[src/ocf_pkg.sv]
// package of the oscillator control flags block: register map, field layout, reset values
// and stabilization wait lengths.
// assumes a 32-bit apb slave with one register per aligned word.
package ocf_pkg;

  // ******************************
  // register offsets (byte addresses)
  // ******************************
  localparam logic [11:0] OCF_LS_CTRL_OFS = 12'h000;
  localparam logic [11:0] OCF_HS_CTRL_OFS = 12'h004;
  localparam logic [11:0] OCF_FLAGS_OFS   = 12'h008;
  localparam logic [11:0] OCF_IRQ_EN_OFS  = 12'h00c;
  localparam logic [11:0] OCF_SRC_EN_OFS  = 12'h010;

  // ******************************
  // field positions
  // ******************************
  localparam int OCF_LS_RESTART_BIT = 14;
  localparam int OCF_LS_DET_BIT     = 13;
  localparam int OCF_LS_BOOST_BIT   = 12;
  localparam int OCF_LS_CAP_LSB     = 8;
  localparam int OCF_LS_BGAIN_LSB   = 6;
  localparam int OCF_LS_NGAIN_LSB   = 4;
  localparam int OCF_LS_WAIT_LSB    = 0;
  localparam int OCF_HS_FREQ_LSB    = 10;
  localparam int OCF_HS_TYPE_LSB    = 8;
  localparam int OCF_HS_GAIN_LSB    = 4;
  localparam int OCF_HS_WAIT_LSB    = 0;
  localparam int OCF_F_INT_STABLE   = 0;
  localparam int OCF_F_LS_STABLE    = 1;
  localparam int OCF_F_HS_STABLE    = 2;
  localparam int OCF_F_TRIM_DONE    = 4;
  localparam int OCF_F_LS_STOP      = 5;
  localparam int OCF_SRC_INT        = 0;
  localparam int OCF_SRC_LS         = 1;
  localparam int OCF_SRC_HS         = 2;

  // ******************************
  // writable masks and reset values
  // ******************************
  localparam logic [15:0] OCF_LS_CTRL_MASK  = 16'h77f3;
  localparam logic [15:0] OCF_HS_CTRL_MASK  = 16'h1f37;
  localparam logic [15:0] OCF_FLAGS_MASK    = 16'h0037;
  localparam logic [15:0] OCF_LS_CTRL_RST   = 16'h5092;
  localparam logic [15:0] OCF_HS_CTRL_RST   = 16'h0c16;
  localparam logic [15:0] OCF_FLAGS_RST     = 16'h0000;
  localparam logic [15:0] OCF_IRQ_EN_RST    = 16'h0000;
  localparam logic [2:0]  OCF_SRC_EN_RST    = 3'h1;

  // ******************************
  // high-speed oscillator type codes
  // ******************************
  typedef enum logic [1:0] {
    OCF_HS_INTERNAL = 2'b00,
    OCF_HS_CR       = 2'b01,
    OCF_HS_XTAL     = 2'b10,
    OCF_HS_RSVD     = 2'b11
  } ocf_hs_type_t;

  // ******************************
  // stabilization wait lengths in oscillator clocks
  // ******************************
  localparam int          OCF_WAIT_W     = 17;
  localparam int          OCF_CLK_NS     = 4;
  localparam int          OCF_SYNC_W     = 5;
  localparam logic [16:0] OCF_LS_WAIT_1  = 17'h01000;
  localparam logic [16:0] OCF_HS_WAIT_0  = 17'h00004;
  localparam logic [16:0] OCF_HS_WAIT_1  = 17'h00010;
  localparam logic [16:0] OCF_HS_WAIT_2  = 17'h00040;
  localparam logic [16:0] OCF_HS_WAIT_3  = 17'h00100;
  localparam logic [16:0] OCF_HS_WAIT_4  = 17'h00400;
  localparam logic [16:0] OCF_HS_WAIT_5  = 17'h01000;
  localparam logic [16:0] OCF_INT_WAIT   = 17'h00400;

endpackage

[src/ocf_stab_wait.sv]
// one stabilization wait counter for one oscillator source.
// assumes tick is a one-cycle pulse per oscillator clock, already synchronised.
`timescale 1ns/1ps
module ocf_stab_wait #(
  parameter int CW = 17
) (
  input  wire logic          clk_i,    // system clock
  input  wire logic          rst_i,    // synchronous reset, active high
  input  wire logic          ce_i,     // clock enable
  input  wire logic          start_i,  // source enable rose
  input  wire logic          en_i,     // source enable level
  input  wire logic          tick_i,   // one oscillator clock seen
  input  wire logic [CW-1:0] len_i,    // wait length in oscillator clocks
  output logic               busy_o,   // waiting for stabilization
  output logic               done_o    // one-cycle pulse at end of wait
);

  logic [CW-1:0] cnt_q;
  logic [CW-1:0] cnt_d;
  logic          busy_q;
  logic          busy_d;
  logic          hit;

  assign hit    = busy_q & tick_i & (cnt_q + CW'(1) >= len_i);
  assign done_o = hit & ce_i;
  assign busy_o = busy_q;

  // ******************************
  // count oscillator clocks up to the selected length
  // ******************************
  always_comb
  begin
    cnt_d  = cnt_q;
    busy_d = busy_q;
    if (start_i)
    begin
      cnt_d  = '0;
      busy_d = 1'b1;
    end
    else if (!en_i || hit)
    begin
      busy_d = 1'b0;
    end
    else if (busy_q && tick_i)
    begin
      cnt_d = cnt_q + CW'(1);
    end
  end

  always_ff @(posedge clk_i)
  begin
    if (rst_i)
    begin
      cnt_q  <= '0;
      busy_q <= 1'b0;
    end
    else if (ce_i)
    begin
      cnt_q  <= cnt_d;
      busy_q <= busy_d;
    end
  end

endmodule // ocf_stab_wait

[src/ocf_top.sv]
// oscillator control flags: low/high-speed oscillator control fields, source enables,
// stabilization wait counters and write-one-to-clear cause flags behind an apb slave.
// assumes analog oscillator signals arrive asynchronously and are resynchronised here.
//
// What this block does
// - stop detected with restart enabled restarts oscillator
// - detector enable bit switches stop detector
// - boost bit activates booster during startup
// - three-bit field selects gate capacitance
// - two-bit field sets boosted startup gain
// - two-bit field sets normal operation gain
// - low-speed wait codes give 4096/16384/65536 clocks
// - internal-type frequency code drives oscillator frequency
// - type field selects internal, cr, crystal
// - high-speed gain applies only to crystal type
// - high-speed wait is four to 65536 clocks
// - stop and trim-done events set flags
// - each source sets stable flag at wait end
// - writing one clears flag, zero ignored
// - internal stable flag reads zero after reset
// - enabled causes alone raise interrupt request
`timescale 1ns/1ps
module ocf_top
  import ocf_pkg::*;
#(
  parameter logic [16:0] LS_WAIT_2 = 17'h04000,  // 16384 low-speed clocks
  parameter logic [16:0] LS_WAIT_3 = 17'h10000,  // 65536 low-speed clocks
  parameter logic [16:0] HS_WAIT_6 = 17'h04000,  // 16384 high-speed clocks
  parameter logic [16:0] HS_WAIT_7 = 17'h10000   // 65536 high-speed clocks
) (
  input  wire logic        REF_CLK_I,       // system clock, 250 mhz
  input  wire logic        SYS_RST_I,       // synchronous reset, active high
  input  wire logic        CE_I,            // clock enable, freezes state when low
  input  wire logic        PSEL_I,          // apb select
  input  wire logic        PENABLE_I,       // apb enable
  input  wire logic        PWRITE_I,        // apb direction
  input  wire logic [11:0] PADDR_I,         // apb byte address
  input  wire logic [31:0] PWDATA_I,        // apb write data
  output logic      [31:0] PRDATA_O,        // apb read data
  output logic             PREADY_O,        // apb ready
  output logic             PSLVERR_O,       // apb error, unmapped address
  input  wire logic        WPROT_OPEN_I,    // system write protection released
  input  wire logic        LS_CLK_I,        // low-speed oscillator clock
  input  wire logic        HS_CLK_I,        // high-speed oscillator clock
  input  wire logic        INT_CLK_I,       // internal oscillator clock
  input  wire logic        LS_STOPPED_I,    // stop detector reports oscillation stopped
  input  wire logic        TRIM_DONE_I,     // auto-trimming finished level
  output logic             LS_EN_O,         // low-speed oscillator run
  output logic             HS_EN_O,         // high-speed oscillator run
  output logic             INT_EN_O,        // internal oscillator run
  output logic             LS_RESTART_O,    // one-cycle restart pulse
  output logic             LS_DET_EN_O,     // stop detector on
  output logic             LS_BOOST_O,      // booster active
  output logic      [2:0]  LS_GATE_CAP_O,   // gate capacitance code
  output logic      [1:0]  LS_GAIN_O,       // inverter gain in use
  output logic      [2:0]  HS_FREQ_O,       // internal-type frequency code
  output logic      [1:0]  HS_TYPE_O,       // oscillator type code
  output logic      [1:0]  HS_GAIN_O,       // crystal inverter gain
  output logic             IRQ_O            // interrupt request
);

  // ******************************
  // registers and declarations
  // ******************************
  logic [15:0]           ls_ctrl_q;
  logic [15:0]           ls_ctrl_d;
  logic [15:0]           hs_ctrl_q;
  logic [15:0]           hs_ctrl_d;
  logic [15:0]           flags_q;
  logic [15:0]           flags_d;
  logic [15:0]           irq_en_q;
  logic [15:0]           irq_en_d;
  logic [2:0]            src_en_q;
  logic [2:0]            src_en_d;
  logic [31:0]           rdata_q;
  logic [OCF_SYNC_W-1:0] sync1_q;
  logic [OCF_SYNC_W-1:0] sync2_q;
  logic [OCF_SYNC_W-1:0] sync3_q;
  logic [OCF_SYNC_W-1:0] rise;
  logic [OCF_SYNC_W-1:0] async_in;
  logic                  restart_q;

  wire                   setup_ph = PSEL_I & ~PENABLE_I;
  wire                   access_ph = PSEL_I & PENABLE_I;
  wire                   wr_en = access_ph & PWRITE_I;
  wire                   sel_ls = PADDR_I == OCF_LS_CTRL_OFS;
  wire                   sel_hs = PADDR_I == OCF_HS_CTRL_OFS;
  wire                   sel_flags = PADDR_I == OCF_FLAGS_OFS;
  wire                   sel_irq = PADDR_I == OCF_IRQ_EN_OFS;
  wire                   sel_src = PADDR_I == OCF_SRC_EN_OFS;
  wire                   mapped = sel_ls | sel_hs | sel_flags | sel_irq | sel_src;
  wire                   wr_ls = wr_en & sel_ls & WPROT_OPEN_I;
  wire                   wr_hs = wr_en & sel_hs & WPROT_OPEN_I;
  wire                   wr_flags = wr_en & sel_flags;
  wire                   wr_irq = wr_en & sel_irq;
  wire                   wr_src = wr_en & sel_src;

  // ******************************
  // apb answer: zero wait states, error on unmapped address
  // ******************************
  assign PREADY_O  = 1'b1;
  assign PSLVERR_O = access_ph & ~mapped;
  assign PRDATA_O  = rdata_q;

  wire [15:0] rd_mux = sel_ls    ? ls_ctrl_q :
                       sel_hs    ? hs_ctrl_q :
                       sel_flags ? flags_q :
                       sel_irq   ? irq_en_q :
                       sel_src   ? {13'h0000, src_en_q} : 16'h0000;

  // ******************************
  // input synchronisers; third stage only for edge detection
  // ******************************
  assign async_in = {LS_STOPPED_I, TRIM_DONE_I, HS_CLK_I, LS_CLK_I, INT_CLK_I};
  assign rise     = sync2_q & ~sync3_q;

  wire int_tick  = rise[0];
  wire ls_tick   = rise[1];
  wire hs_tick   = rise[2];
  wire trim_rise = rise[3];
  wire stop_rise = rise[4];

  // ******************************
  // control fields to the analog side
  // ******************************
  wire       det_en     = ls_ctrl_q[OCF_LS_DET_BIT];
  wire       restart_en = ls_ctrl_q[OCF_LS_RESTART_BIT];
  wire       boost_en   = ls_ctrl_q[OCF_LS_BOOST_BIT];
  wire [1:0] boost_gain = ls_ctrl_q[OCF_LS_BGAIN_LSB +: 2];
  wire [1:0] norm_gain  = ls_ctrl_q[OCF_LS_NGAIN_LSB +: 2];
  wire [1:0] ls_wait    = ls_ctrl_q[OCF_LS_WAIT_LSB +: 2];
  wire [2:0] hs_wait    = hs_ctrl_q[OCF_HS_WAIT_LSB +: 3];
  wire [1:0] hs_type    = hs_ctrl_q[OCF_HS_TYPE_LSB +: 2];
  wire [2:0] busy;
  wire [2:0] done;
  wire [2:0] start;
  wire [2:0] tick = {hs_tick, ls_tick, int_tick};
  wire       ls_boosting = boost_en & busy[OCF_SRC_LS] & src_en_q[OCF_SRC_LS];

  // stop is only believed while the detector is on
  wire       stop_evt = stop_rise & det_en;
  wire       restart = stop_evt & restart_en & src_en_q[OCF_SRC_LS];

  assign LS_EN_O       = src_en_q[OCF_SRC_LS];
  assign HS_EN_O       = src_en_q[OCF_SRC_HS];
  assign INT_EN_O      = src_en_q[OCF_SRC_INT];
  assign LS_RESTART_O  = restart_q;
  assign LS_DET_EN_O   = det_en;
  assign LS_BOOST_O    = ls_boosting;
  assign LS_GATE_CAP_O = ls_ctrl_q[OCF_LS_CAP_LSB +: 3];
  assign LS_GAIN_O     = ls_boosting ? boost_gain : norm_gain;
  assign HS_FREQ_O     = hs_ctrl_q[OCF_HS_FREQ_LSB +: 3];
  assign HS_TYPE_O     = hs_type;
  // gain is forced to minimum unless a crystal is in use
  assign HS_GAIN_O     = (hs_type == OCF_HS_XTAL) ? hs_ctrl_q[OCF_HS_GAIN_LSB +: 2]
                                                  : 2'h0;
  assign IRQ_O         = |(flags_q & irq_en_q & OCF_FLAGS_MASK);

  // ******************************
  // wait lengths
  // ******************************
  logic [OCF_WAIT_W-1:0] ls_len;
  logic [OCF_WAIT_W-1:0] hs_len;

  // reserved low-speed code 0 takes the longest wait, the safe side
  always_comb
  begin
    case (ls_wait)
      2'h1:    ls_len = OCF_LS_WAIT_1;
      2'h2:    ls_len = LS_WAIT_2;
      default: ls_len = LS_WAIT_3;
    endcase
  end

  always_comb
  begin
    case (hs_wait)
      3'h0:    hs_len = OCF_HS_WAIT_0;
      3'h1:    hs_len = OCF_HS_WAIT_1;
      3'h2:    hs_len = OCF_HS_WAIT_2;
      3'h3:    hs_len = OCF_HS_WAIT_3;
      3'h4:    hs_len = OCF_HS_WAIT_4;
      3'h5:    hs_len = OCF_HS_WAIT_5;
      3'h6:    hs_len = HS_WAIT_6;
      default: hs_len = HS_WAIT_7;
    endcase
  end

  wire [OCF_WAIT_W-1:0] len [3];
  assign len[OCF_SRC_INT] = OCF_INT_WAIT;
  assign len[OCF_SRC_LS]  = ls_len;
  assign len[OCF_SRC_HS]  = hs_len;

  // counters start only on a rising enable or a low-speed restart, so the internal oscillator
  // that runs out of reset never reports stable by itself
  assign start = src_en_d & ~src_en_q
               | {1'b0, restart, 1'b0};

  // ******************************
  // stabilization counters, one per source
  // ******************************
  genvar gi;
  generate
    for (gi = 0; gi < 3; gi++)
    begin : g_wait
      ocf_stab_wait #(
        .CW      (OCF_WAIT_W)
      ) u_wait (
        .clk_i   (REF_CLK_I),
        .rst_i   (SYS_RST_I),
        .ce_i    (CE_I),
        .start_i (start[gi]),
        .en_i    (src_en_q[gi]),
        .tick_i  (tick[gi]),
        .len_i   (len[gi]),
        .busy_o  (busy[gi]),
        .done_o  (done[gi])
      );
    end
  endgenerate

  // ******************************
  // next register values
  // ******************************
  logic [15:0] flag_set;
  logic [15:0] flag_clr;

  always_comb
  begin
    flag_set                   = 16'h0000;
    flag_set[OCF_F_INT_STABLE] = done[OCF_SRC_INT];
    flag_set[OCF_F_LS_STABLE]  = done[OCF_SRC_LS];
    flag_set[OCF_F_HS_STABLE]  = done[OCF_SRC_HS];
    flag_set[OCF_F_TRIM_DONE]  = trim_rise;
    flag_set[OCF_F_LS_STOP]    = stop_evt;
    flag_clr = wr_flags ? (PWDATA_I[15:0] & OCF_FLAGS_MASK) : 16'h0000;
    // a new event in the clearing cycle survives
    flags_d  = ((flags_q & ~flag_clr) | flag_set) & OCF_FLAGS_MASK;
  end

  always_comb
  begin
    ls_ctrl_d = ls_ctrl_q;
    hs_ctrl_d = hs_ctrl_q;
    irq_en_d  = irq_en_q;
    src_en_d  = src_en_q;
    if (wr_ls)
    begin
      ls_ctrl_d = PWDATA_I[15:0] & OCF_LS_CTRL_MASK;
    end
    if (wr_hs)
    begin
      hs_ctrl_d = PWDATA_I[15:0] & OCF_HS_CTRL_MASK;
    end
    if (wr_irq)
    begin
      irq_en_d = PWDATA_I[15:0] & OCF_FLAGS_MASK;
    end
    if (wr_src)
    begin
      src_en_d = PWDATA_I[2:0];
    end
  end

  // ******************************
  // state
  // ******************************
  always_ff @(posedge REF_CLK_I)
  begin
    if (SYS_RST_I)
    begin
      ls_ctrl_q <= OCF_LS_CTRL_RST;
      hs_ctrl_q <= OCF_HS_CTRL_RST;
      flags_q   <= OCF_FLAGS_RST;
      irq_en_q  <= OCF_IRQ_EN_RST;
      src_en_q  <= OCF_SRC_EN_RST;
      rdata_q   <= 32'h00000000;
      restart_q <= 1'b0;
    end
    else if (CE_I)
    begin
      ls_ctrl_q <= ls_ctrl_d;
      hs_ctrl_q <= hs_ctrl_d;
      flags_q   <= flags_d;
      irq_en_q  <= irq_en_d;
      src_en_q  <= src_en_d;
      restart_q <= restart;
      if (setup_ph && !PWRITE_I)
      begin
        rdata_q <= {16'h0000, rd_mux};
      end
    end
  end

  always_ff @(posedge REF_CLK_I)
  begin
    if (SYS_RST_I)
    begin
      sync1_q <= '0;
      sync2_q <= '0;
      sync3_q <= '0;
    end
    else if (CE_I)
    begin
      sync1_q <= async_in;
      sync2_q <= sync1_q;
      sync3_q <= sync2_q;
    end
  end

endmodule // ocf_top

[config.mk]
export PLATFORM = sky130hd
export DESIGN_NAME = ocf_top
export DESIGN_NICKNAME = d
export VERILOG_FILES = /design/src/ocf_pkg.sv /design/src/ocf_stab_wait.sv /design/src/ocf_top.sv
export SDC_FILE = /design/constraint.sdc
export NUM_CORES = 1
export LEC_CHECK = 0
export BUFFER_PORTS_ARGS = -buffer_cell sky130_fd_sc_hd__buf_2
export CORE_ASPECT_RATIO = 0.7
export CORE_MARGIN = 5
export CORE_UTILIZATION = 45
export CTS_CLUSTER_SIZE = 16
export DETAILED_ROUTE_END_ITERATION = 16
export PLACE_DENSITY_LB_ADDON = 0.3
export SYNTH_ARGS = -nofsm -noshare
export SYNTH_HDL_FRONTEND = slang
export SYNTH_SLANG_ARGS = --single-unit
[constraint.sdc]
create_clock -name REF_CLK_I -period 12 [get_ports REF_CLK_I]
set_clock_uncertainty 0.2 [all_clocks]
set_input_delay 0.6 -clock REF_CLK_I [delete_from_list [all_inputs] [get_ports REF_CLK_I]]
set_output_delay 0.6 -clock REF_CLK_I [all_outputs]
set_load 0.02 [all_outputs]
# Word level (Yosys, flattened, before mapping)
# Cells that the tools add are included.
# word_totals
register_bits,121
input_bits,56
output_inout_bits,53
word_cells,134
# classes
n_addsub,3
order_cmp,3
eq_ne,16
n_mux,26
bitwise,40
n_reduce_logical,30
# ops
op,n
$mux W17,9
$pmux W17 S7,1
$add A17 B1 Y17 const B,3
$ge A17 B17 Y1,2
$pmux W17 S2,1
$and A1 B1 Y1,25
$eq A12 B4 Y1 const B,2
$mux W6,3
$ge A17 B11 Y1 const B,1
$mux W15,1
$reduce_and A2 Y1,7
$mux W13,1
$and A6 B6 Y6,2
$eq A12 B3 Y1 const B,1
$eq A12 B5 Y1 const B,1
$logic_not A12 Y1,1
$reduce_bool A2 Y1,6
$eq A3 B3 Y1 const B,3
$reduce_and A3 Y1,3
$eq A3 B2 Y1 const B,2
$mux W1,6
$mux W3,2
$ne A2 B2 Y1 const B,3
$not A6 Y6,1
17 further kinds,31

# Depth between registers and ports, before layout
# Gate-level depths: netlist of the first run.
# logic_depth
word_depth,8
mapped_depth,16

# Cells and area by module
# Synthesis of the first run repeated with hierarchy kept, for this count alone.
# hier_totals
cells_unflattened,903
area_unflattened_um2,7462.2
# by_module_without_submodules
module,n_inst,cells_each,area_each_um2
ocf_stab_wait,3,173,1392.6
ocf_top,1,384,3284.4

# Least setup slack after synthesis of the first run
# No wires, ideal clock.
# synth_timing
path_type,reg-to-reg
startpoint,register g_wait[1].u_wait.cnt_q[0]
endpoint,register g_wait[1].u_wait.cnt_q[12]
setup_time_ns,0.120
t_arrival_ns,3.737
required_time_ns,11.680
slack_ns,7.943
path_stages_with_launch,16
path_buffers,1
synth_period_minus_slack_ns,4.057
cell_sequence,dfxtp_1 > ha_1 > and4_1 > and2_1 > or3b_2 > nor2_1 > and3_1 > xor2_1 > ha_1 > or3b_2 > o311a_4 > nor3_2 > o21ai_2 > and2_4 > buf_6 > a211o_1
# synth_between
elab_chain_len,6
word_cells_on_any_way,9
cone_classes,add/sub: 1; order compare: 1; eq/ne: 1; mux: 3; bitwise: 1; reduce/logical: 2
# synth_rtl
element,line_no,source
"start, declared",ocf_stab_wait.sv:18,logic [CW-1:0] cnt_q;
"start signal, assigned",ocf_stab_wait.sv:59,cnt_q <= cnt_d;
$add A17 B1 Y17 *,"ocf_stab_wait.sv:24, ocf_stab_wait.sv:46",
$ge A17 B17 Y1,ocf_stab_wait.sv:24,assign hit = busy_q & tick_i & (cnt_q + CW'(1) >= len_i);
$and A1 B1 Y1,ocf_stab_wait.sv:24,
$logic_or A1 B1 Y1,ocf_stab_wait.sv:40,else if (!en_i || hit)
$ne A2 B2 Y1 (no source line),--,
$reduce_and A3 Y1 (no source line),--,
# Mark *: on every way between the ends. The rest lies on a longest branch, timed or not. The select of a mux whose other input is x is not followed.
# A chain may end at the register's enable or synchronous reset.

# Worst setup path in the final report of the first run
# layout_timing
startpoint,register g_wait[2].u_wait.cnt_q[0]
endpoint,register g_wait[2].u_wait.cnt_q[14]
# layout_between
elab_chain_len,6
word_cells_on_any_way,9
cone_classes,add/sub: 1; order compare: 1; eq/ne: 1; mux: 3; bitwise: 1; reduce/logical: 2
# layout_rtl
element,line_no
"start, declared",ocf_stab_wait.sv:18
"start signal, assigned",ocf_stab_wait.sv:59
$add A17 B1 Y17 *,"ocf_stab_wait.sv:24, ocf_stab_wait.sv:46"
$ge A17 B17 Y1,ocf_stab_wait.sv:24
$and A1 B1 Y1,ocf_stab_wait.sv:24
$logic_or A1 B1 Y1,ocf_stab_wait.sv:40
$ne A2 B2 Y1 (no source line),--
$reduce_and A3 Y1 (no source line),--
# Marked as above.

==> results of run 1 <==
layout make-up:
type,instances,area share
antenna,1,0.000321
inverter,18,0.00868
timing repair buffer,80,0.0543
multi-input combinational,648,0.529
sequential,119,0.306
clock inverter,14,0.0148
clock buffer,18,0.0551
tap,200,0.0321
critical path, cell delays in order, from the launching register on:
cell,delay (ps)
dfxtp_1,440
ha_1,300
nand3_1,220
nor3_1,740
nand3_1,250
xnor2_1,190
ha_1,340
and3_1,220
a211oi_1,240
nand2_1,130
o31a_2,510
nor2_1,470
o311ai_0,220
Yosys cell counts (16+ instances only):
library cell	number
mux2i_1	32
and3_1	17
inv_1	18
clkbuf_1	29
nand4_1	16
dfxtp_1	119
a21oi_1	34
nor3_1	39
ha_1	16
buf_4	29
nand3_1	40
nand2_1	98
o21ai_0	21
nor2_1	71
through the flow:
| stage | total power, W | setup WS [ps] | cells |
|---|---|---|---|
| after floorplan | 0.000438 | 7940 | 865 |
| after detailed placement | 0.000448 | 7470 | 1065 |
| final | 0.000913 | 7370 | 1098 |
| after global routing | 0.000943 | 7140 | 1098 |
| after global placement | 0.000447 | 7540 | 1065 |
| after CTS | 0.000920 | 7440 | 1097 |
routing by layer:
layer | GRT usage | up-vias
met4 | 0.0466 | 2
met1 | 0.303 | 2998
met2 | 0.287 | 186
li1 | - | 3148
met5 | 0 | -
met3 | 0.0520 | 14
power groups by stage:
stage	clock network, W	registers, W	logic, W
6_report	0.000473	0.000400	0.0000401
5_1_grt	0.000500	0.000400	0.0000434
4_1_cts	0.000480	0.000400	0.0000395
3_5_place_dp	0	0.000408	0.0000392
3_3_place_gp	0	0.000408	0.0000391
2_1_floorplan	0	0.000409	0.0000288
flip-flops by register name, summed over array words and instances (netlist names):
signal / cells
g_wait.u_wait.cnt_q: 51
PRDATA_O: 14
ls_ctrl_q: 12
hs_ctrl_q: 10
flags_q: 5
irq_en_q: 5
sync1_q: 5
sync2_q: 5
sync3_q: 5
g_wait.u_wait.busy_o: 3
src_en_q: 3
LS_RESTART_O: 1
cell families (layout without fill, tap and decap cells):
logic type                 Yosys count  count (layout)  synth area share
and+or+nand+nor                    381             381             0.289
AOI/OAI and AO/OA                  171             171             0.180
DFF                                119             119             0.344
buffers and inverters               98             130            0.0724
muxes                               38              38            0.0560
xor gates and xnor gates            23              23            0.0291
adders and majority gates           16              16            0.0289
other                                2              20           0.00108
cells in the final DEF (no fill, tap or decap), types with 17 or more instances in the layout:
cell | synthesis | final
clkbuf_16 | 0 | 17
mux2i_1 | 32 | 32
nand3_1 | 40 | 40
nor2_1 | 71 | 71
nand2_1 | 98 | 98
o21ai_0 | 21 | 21
conb_1 | 2 | 19
a21oi_1 | 34 | 34
buf_2 | 12 | 71
and3_1 | 17 | 17
inv_1 | 18 | 18
dfxtp_1 | 119 | 119
nor3_1 | 39 | 39
worst max-delay path by stage:
| stage | startpoint | to | slack (ps) | cells after the start |
|---|---|---|---|---|
| 3_5_place_dp | g_wait[2].u_wait.cnt_q[0] | g_wait[2].u_wait.cnt_q[8] | 7470 | 12 |
| 2_1_floorplan | g_wait[1].u_wait.cnt_q[0] | g_wait[1].u_wait.cnt_q[12] | 7940 | 15 |
| 5_1_grt | g_wait[2].u_wait.cnt_q[0] | g_wait[2].u_wait.cnt_q[4] | 7140 | 13 |
| 3_3_place_gp | g_wait[1].u_wait.cnt_q[0] | g_wait[1].u_wait.cnt_q[9] | 7540 | 14 |
| 6_report | g_wait[2].u_wait.cnt_q[0] | g_wait[2].u_wait.cnt_q[14] | 7370 | 12 |
| 4_1_cts | g_wait[2].u_wait.cnt_q[0] | g_wait[2].u_wait.cnt_q[14] | 7440 | 12 |
==> impl_metrics.yaml, run 1 <==
clock_tree:
  ctsResizeCount: 0
  clock-root-buffer: "clkbuf_16"
  cts_hold_buf: 0
  htreeDepth: 4
  cts_tree: "done"
  clk_latency_ps: 420
  clock_sinks: 119
  cts_setup_buffers: 0
  cts_buffer_depth: 2
  path_clk_slew_ps: 60
  numCtsBuffers: 17
final_layout:
  drive_above_1_share: 0.158
  design_area_mm2: 0.00778
  fillerInstances: 1474
  multi_input_area_mm2: 0.00412
  post-route-util: 0.509
  nets: 956
  syn2layout_area_growth_pct: 12.4
  seq_area_mm2: 0.00238
timing:
  slew_violations: 0
  tns_ps: 0
  max_freq_mhz: 216
  timing.slew.headroom: 0.395
  fin_crit_ps: 4630
  hold_violations: 0
  fin_crit_sh: 0.386
  rsz0062_at_grt: "no"
  setup_violations: 0
  hold-worst-slack_ps: 207
  tightest_slew_ps: 908
logic_synthesis:
  yosysTopAreaCell: "dfxtp_1"
  synth-edff-count: 0
  synth_top_area_frac: 0.344
  synthesis.area_mm2: 0.00693
  avgSynthCellArea_um2: 8.17
  synthCells: 848
  synth_ff_type: "dfxtp_1"
  ys_warn_count: 0
  yosysSeqAreaShare: 0.344
  synth_area_leaders: "dfxtp_1 34%, nand2_1 5.3%, mux2i_1 4.6%"
  async_reset_ff_frac: 0
  synth_seq_cells: 119
  synthDistinctLibCells: 80
pwr:
  ir_worst_vdd_uv: 105
  comb_power_share: 0.044
  p_leak_nw: 3.15
  sw_frac_of_total: 0.256
  p_int_w: 0.000679
  powerDensity_mw_per_mm2: 117
  clock_power_share: 0.518
  pwr-share-seq: 0.438
  p_sw_w: 0.000233
grt:
  grt_max_degree: 80
  antenna_found_initial: 2
  grt_pass1_vias: 5754
  grt_pass1_wl_um: 29600
  overflow: 0
  grt_usage: 0.201
floorplan:
  start_util: 0.453
  die_area_mm2: 0.0180
  core_area_mm2: 0.0153
  die_h_um: 114
  row_count: 38
  ios: 109
  die_w_um: 158
placed_design:
  place_area_mm2: 0.00724
  portBuffers: 71
  gp_congestion: 0.872
  dp_hpwl_um: 12500
drt:
  dr.pass1.iters: 5
  drt_drc_violations_left: 0
  route.met3.wl_um: 1210
  highest_layer: "met5"
  first_iter_violations: 629
  final_antenna_net_count: 0
  num_vias: 6348
  via_per_inst: 5.78
  finalWirelength_um: 18000
  dr_wl_met2_um: 7570
  wl_per_cell_um: 16.4
  wl_met1_um: 9080
run:
  cap_violations: 0
critical_path:
  cp_max_fo: 15
  r2r-start: "g_wait[2].u_wait.cnt_q[0]"
  r2r_setup_slack_ps: 7370
  cp-start-kind: "flop"
  reg2reg_to: "g_wait[2].u_wait.cnt_q[14]"
  worstPathRequired_ps: 12060
  ff2ff_path_depth: 12
  arrival_ps: 4690
  worstSetupPathType: "flop to flop"
  end_kind: "flop"
worst_hold_path:
  hold_end: "ls_ctrl_q[12]"
  hp-class: "input port to flop"
  worstHoldStart: "PWDATA_I[12]"
  hold_depth: 3
outcome:
  status: "completed"
Note: power is estimated with default switching activity, not from simulation.
==> run 2, diff against run 1 <==
--- a/config.mk
+++ b/config.mk
@@ -5,6 +5,7 @@
 export SDC_FILE = /design/constraint.sdc
 export NUM_CORES = 1
 export LEC_CHECK = 0
+export ABC_AREA = 1
 export BUFFER_PORTS_ARGS = -buffer_cell sky130_fd_sc_hd__buf_2
 export CORE_ASPECT_RATIO = 0.7
 export CORE_MARGIN = 5
==> constraint.sdc (replaced) <==
create_clock -name REF_CLK_I -period 4.2 [get_ports REF_CLK_I]
set_clock_uncertainty 0.2 [all_clocks]
set_input_delay 0.21 -clock REF_CLK_I [delete_from_list [all_inputs] [get_ports REF_CLK_I]]
set_output_delay 0.21 -clock REF_CLK_I [all_outputs]
set_load 0.02 [all_outputs]
==> run 2 against run 1 <==
Area after synthesis increased by 2.1%; combinational power increased to 3.2 times the previous value; synthesized cell count increased by 18%; first-iteration DRC count decreased by 17%; routed wire length increased by 2.3%; largest cell class unchanged; highest routed layer is now met4.
==> impl_metrics.yaml, run 2 <==
critical_path:
  r2r-start: "g_wait[1].u_wait.cnt_q[1]"
  arrival_ps: 3930
  cp-start-kind: "flop"
  worstPathRequired_ps: 4270
  worstSetupPathType: "flop to flop"
  worst-path-buf-inv: 3
  cp_cell_sequence: "ha_1 > nand2_1 > nor2_4 > nand3_2 > clkinv_1 > nand2_1 > inv_1 > nand2_1 > nor4_1 > xor2_1 > ha_1 > nand4_1 > nand3b_1 > nor2_1 > nand2_1 > nor2_2 > nand3_2 > nand3_4 > nand2_4 > nand3_4 > buf_4 > nand3b_1 > nand2_1 > nor2_1"
  max_stage_delay_ps: 410
  cp_max_fo: 16
  end_kind: "flop"
  worstSetupStartpoint: "g_wait[1].u_wait.cnt_q[1]"
  path_delay_family: "simple AND/OR/NAND/NOR gates"
  crit_slowest_cell: "dfxtp_1"
  cpMostUsedCell: "nand2_1"
timing:
  fin_crit_ps: 3860
  tightest_slew_ps: 1000
  max_freq_mhz: 259
  rsz0062_at_grt: "no"
  setup_violations: 0
  hold_violations: 0
  timing.slew.headroom: 0.332
  fin_crit_sh: 0.918
  slew_violations: 0
  hold-worst-slack_ps: 58.4
  tns_ps: 0
clock_tree:
  htreeDepth: 4
  cts_tree: "done"
  path_clk_slew_ps: 60
  numCtsBuffers: 17
  clk_latency_ps: 420
  clock_sinks: 119
  clock-root-buffer: "clkbuf_16"
  cts_buffer_depth: 2
placed_design:
  dp_hpwl_um: 12600
  gp_congestion: 0.882
  portBuffers: 71
  placed_cells: 1235
  place_area_mm2: 0.00743
logic_synthesis:
  synthesis.area_mm2: 0.00707
  synth_ff_type: "dfxtp_1"
  avgSynthCellArea_um2: 7.06
  synth_seq_cells: 119
  synth-edff-count: 0
  async_reset_ff_frac: 0
  yosysTopAreaCell: "dfxtp_1"
  synth_area_leaders: "dfxtp_1 34%, nand2_1 8.8%, nand3_1 6.5%"
  yosysSeqAreaShare: 0.337
  synth_common_cells: "166 x nand2_1, 119 x dfxtp_1, 115 x inv_1"
  synth_top_area_frac: 0.337
  ys_warn_count: 0
  synthCells: 1002
  synthDistinctLibCells: 48
  synthMostInstantiatedCell: "nand2_1"
drt:
  first_iter_violations: 522
  num_vias: 6782
  wl_per_cell_um: 14.3
  via_per_inst: 5.27
  finalWirelength_um: 18400
  final_antenna_net_count: 0
  dr.pass1.iters: 7
  drt_drc_violations_left: 0
worst_hold_path:
  worstHoldStart: "PADDR_I[4]"
  hp-class: "input port to flop"
final_layout:
  drive_above_1_share: 0.171
  fillerInstances: 1505
  top_register: "g_wait.u_wait.cnt_q"
  syn2layout_area_growth_pct: 16.4
  largest_reg_flops: 51
  post-route-util: 0.533
  fin_cells: 1287
  nets: 1147
  layout_common_cells: "166 x nand2_1, 119 x dfxtp_1, 115 x inv_1"
  antenna_cells: 0
  final_common_cell: "nand2_1"
  design_area_mm2: 0.00823
floorplan:
  core_area_mm2: 0.0155
  start_util: 0.458
  die_area_mm2: 0.0184
  die_h_um: 115
  die_w_um: 160
  ios: 109
  row_count: 38
grt:
  antenna_found_initial: 0
  grt_usage: 0.202
  grt_max_degree: 62
  overflow: 0
  grt_pass1_vias: 6348
  grt_pass1_wl_um: 30900
pwr:
  comb_power_share: 0.047
  p_sw_w: 0.000636
  pwr-share-seq: 0.424
  ir_worst_vdd_uv: 172
  p_leak_nw: 3.39
  sw_frac_of_total: 0.235
  clock_power_share: 0.529
  p_int_w: 0.00207
  powerDensity_mw_per_mm2: 329
run:
  cap_violations: 0
outcome:
  status: "completed"
## run 2: stage by stage
step                      worst slack (ps)  total power, W
after floorplan                        923         0.00126
after global placement                 362         0.00128
after detailed placement               336         0.00128
after CTS                              303         0.00273
after global routing                  22.8         0.00279
final                                  344         0.00271
## run 2: final cells by class
class | count | area, um2 | share of cell area
clock buffers | 21 | 450 | 0.0547
inverters | 122 | 458 | 0.0556
well taps | 200 | 250 | 0.0304
multi-input cells | 717 | 3970 | 0.482
repair buffers | 98 | 606 | 0.0735
clock inverters | 10 | 121 | 0.0147
flip-flops and latches | 119 | 2380 | 0.289
## run 2: logic make-up after synthesis
family / share of synthesized area
simple gates: 0.350
buf+inv: 0.118
compound gates: 0.136
flops: 0.337
xor+xnor: 0.0285
fa+ha+maj: 0.0283
other cells: 0.00106
mux: 0.00159
## run 2: what timing repair did
action,CTS,global route
setup endpoints to repair,0,17
hold buffers,19,0
endpoints found under the hold margin,32,0
gates resized for setup,0,4
buffers inserted,0,0
## run 2: layer usage
layer / global-route usage / share of wire
met4: 0.0504 / 0.010
met5: 0 / 0
met1: 0.294 / 0.50
met2: 0.304 / 0.42
met3: 0.0466 / 0.071
## run 2: tightest hold or removal path, stage by stage
cell and delay [ps]:
buf_2 120, nand3_4 120, o21ai_0 100, nand2_1 60, inv_1 30
## run 2: path summary, 6_finish.rpt
path	to	slack [ps]	cells past startpoint
setup / recovery	g_wait[1].u_wait.cnt_q[16]	340	24
hold / removal	src_en_q[2]	60	5
setup reg to reg	g_wait[1].u_wait.cnt_q[16]	340	24
hold reg to reg	g_wait[2].u_wait.busy_o	260	2
## run 2: power by group through the flow
stage	clock network, W	logic [W]	registers, W
2_1_floorplan	0	0.0000799	0.00118
3_3_place_gp	0	0.000110	0.00117
3_5_place_dp	0	0.000112	0.00117
4_1_cts	0.00145	0.000126	0.00115
5_1_grt	0.00150	0.000140	0.00115
6_report	0.00143	0.000127	0.00115
==> run 3, diff against run 2 <==
--- a/config.mk
+++ b/config.mk
@@ -6,12 +6,12 @@
 export NUM_CORES = 1
 export LEC_CHECK = 0
 export ABC_AREA = 1
-export BUFFER_PORTS_ARGS = -buffer_cell sky130_fd_sc_hd__buf_2
 export CORE_ASPECT_RATIO = 0.7
 export CORE_MARGIN = 5
 export CORE_UTILIZATION = 45
 export CTS_CLUSTER_SIZE = 16
 export DETAILED_ROUTE_END_ITERATION = 16
+export DONT_BUFFER_PORTS = 1
 export PLACE_DENSITY_LB_ADDON = 0.3
 export SYNTH_ARGS = -nofsm -noshare
 export SYNTH_HDL_FRONTEND = slang
==> run 3 against run 2 <==
Power shrank 1.1%; via count shrank 2.0%; register-to-register slack is essentially flat; cell count shrank 4.6%; cell area shrank 2.7%; routed wire length grew 1.1%; die area is the same; sequential power is essentially flat; highest routed layer unchanged; flip-flop and latch count is the same; global-route usage is essentially flat; critical path depth shrank 1; critical path type unchanged; sequential share of layout area grew 0.79 points.
==> impl_metrics.yaml, run 3 (synthesis results as in run 2) <==
drt:
  route.met3.wl_um: 1180
  first_iter_violations: 465
  num_vias: 6646
  wl_per_cell_um: 15.2
  via_per_inst: 5.41
  drt_drc_violations_left: 0
  wl_met1_um: 9520
  highest_layer: "met4"
  dr.pass1.iters: 5
  finalWirelength_um: 18600
  final_antenna_net_count: 0
  dr_wl_met2_um: 7760
placed_design:
  dp_hpwl_um: 12600
  gp_congestion: 0.881
  portBuffers: 0
timing:
  slew_violations: 0
  hold-worst-slack_ps: 20.0
  tns_ps: 0
  setup_violations: 0
  hold_violations: 0
  max_freq_mhz: 260
  fin_crit_ps: 3850
  timing.slew.headroom: 0.309
  tightest_slew_ps: 1030
  fin_crit_sh: 0.916
  rsz0062_at_grt: "no"
clock_tree:
  numCtsBuffers: 17
  path_clk_slew_ps: 60
  clk_latency_ps: 420
  clock-root-buffer: "clkbuf_16"
  cts_tree: "done"
  cts_buffer_depth: 2
  clock_sinks: 119
  htreeDepth: 4
floorplan:
  die_area_mm2: 0.0184
  die_h_um: 115
  ios: 109
  row_count: 38
  die_w_um: 160
  start_util: 0.458
  core_area_mm2: 0.0155
grt:
  grt_usage: 0.202
  grt_max_degree: 63
  overflow: 0
  antenna_found_initial: 1
  grt_pass1_wl_um: 30800
  grt_pass1_vias: 6073
critical_path:
  end_kind: "flop"
  worstSetupPathType: "flop to flop"
  arrival_ps: 3990
  max_stage_delay_ps: 400
  worstPathRequired_ps: 4340
  cp_cell_sequence: "ha_1 > nand2_1 > nor2_4 > nand3_2 > clkinv_1 > nand2_1 > inv_1 > nand2_1 > nor4_2 > xor2_1 > ha_1 > nand4_1 > nand3b_1 > nor2_1 > nand2_1 > nor2_2 > nand3_2 > nand3_4 > nand2_4 > nand3_4 > buf_4 > nand3_2 > a21oi_2"
  crit_slowest_cell: "dfxtp_1"
  cpMostUsedCell: "nand2_1"
  cp_max_fo: 10
  cp-start-kind: "flop"
outcome:
  status: "completed"
final_layout:
  syn2layout_area_growth_pct: 13.3
  layout_common_cells: "166 x nand2_1, 119 x dfxtp_1, 115 x inv_1"
  drive_above_1_share: 0.120
  final_common_cell: "nand2_1"
  top_register: "g_wait.u_wait.cnt_q"
  nets: 1087
  largest_reg_flops: 51
pwr:
  p_leak_nw: 3.13
  powerDensity_mw_per_mm2: 334
  ir_worst_vdd_uv: 251
worst_hold_path:
  hp-class: "input port to flop"
run:
  cap_violations: 0
-- run 3: changes by cell type in the layout (fill, tap and decap cells not counted), sizes merged --
cell         before  now
bufinv            2    1
inv             122  127
clkbuf           21   17
diode             0    1
dlygate4sd3      19   28
clkinv            4    5
clkinvlp          4    3
buf              79   10
-- run 3: final cells by class --
type / count / area (um2)
clock buffers: 17 / 425
flip-flops and latches: 119 / 2380
clock inverters: 14 / 141
multi-input cells: 717 / 3980
fillers: 1514 / 7440
well taps: 200 / 250
repair buffers: 38 / 375
diodes: 1 / 2.50
inverters: 122 / 458
-- run 3: layer usage --
metal / vias to the layer above / GRT usage
li1: 3346 / -
met1: 3074 / 0.295
met2: 213 / 0.300
met3: 13 / 0.0498
met4: 0 / 0.0453
met5: - / 0
-- run 3: worst max-delay path, delay by kind of cell (launching register included) --
kind / cells / cell delay [ps]
compound gates: 1 / 160
xor+xnor: 1 / 150
fa+ha+maj: 2 / 560
buf+inv: 3 / 400
flops: 1 / 400
simple gates: 16 / 1910
-- run 3: what timing repair did --
| action | in CTS | in global routing |
|---|---|---|
| endpoints found under the hold margin | 105 | 0 |
| gates resized for setup | 0 | 7 |
| buffers inserted | 0 | 0 |
| hold buffers | 29 | 0 |
| setup endpoints to repair | 0 | 19 |
-- run 3: per-stage QoR --
stage | instances | area, um2 | util | total power, W | setup WS (ps)
5_1_grt | 1228 | 8010 | 0.519 | 0.00278 | 2.38
6_report | 1228 | 8010 | 0.519 | 0.00268 | 352
3_3_place_gp | 1165 | 7080 | 0.458 | 0.00124 | 387
2_1_floorplan | 1019 | 7140 | - | 0.00126 | 923
3_5_place_dp | 1165 | 7080 | 0.458 | 0.00124 | 329
4_1_cts | 1225 | 7960 | 0.515 | 0.00270 | 307
-- run 3: worst paths after layout --
path	from	end	slack, ps	cells past startpoint
hold reg to reg	g_wait[2].u_wait.busy_o	g_wait[2].u_wait.busy_o	260	2
setup reg to reg	g_wait[1].u_wait.cnt_q[1]	g_wait[1].u_wait.cnt_q[11]	350	23
hold / removal	PADDR_I[2]	PRDATA_O[1]	20	5
setup / recovery	g_wait[1].u_wait.cnt_q[1]	g_wait[1].u_wait.cnt_q[11]	350	23
-- run 3: report_power, final --
| group | total (W) | switching, W | internal, W |
|---|---|---|---|
| sequential | 0.00115 | 0.0000116 | 0.00114 |
| combinational | 0.000108 | 0.0000732 | 0.0000345 |
| clock | 0.00142 | 0.000591 | 0.000828 |
| total | 0.00268 | 0.000676 | 0.00200 |
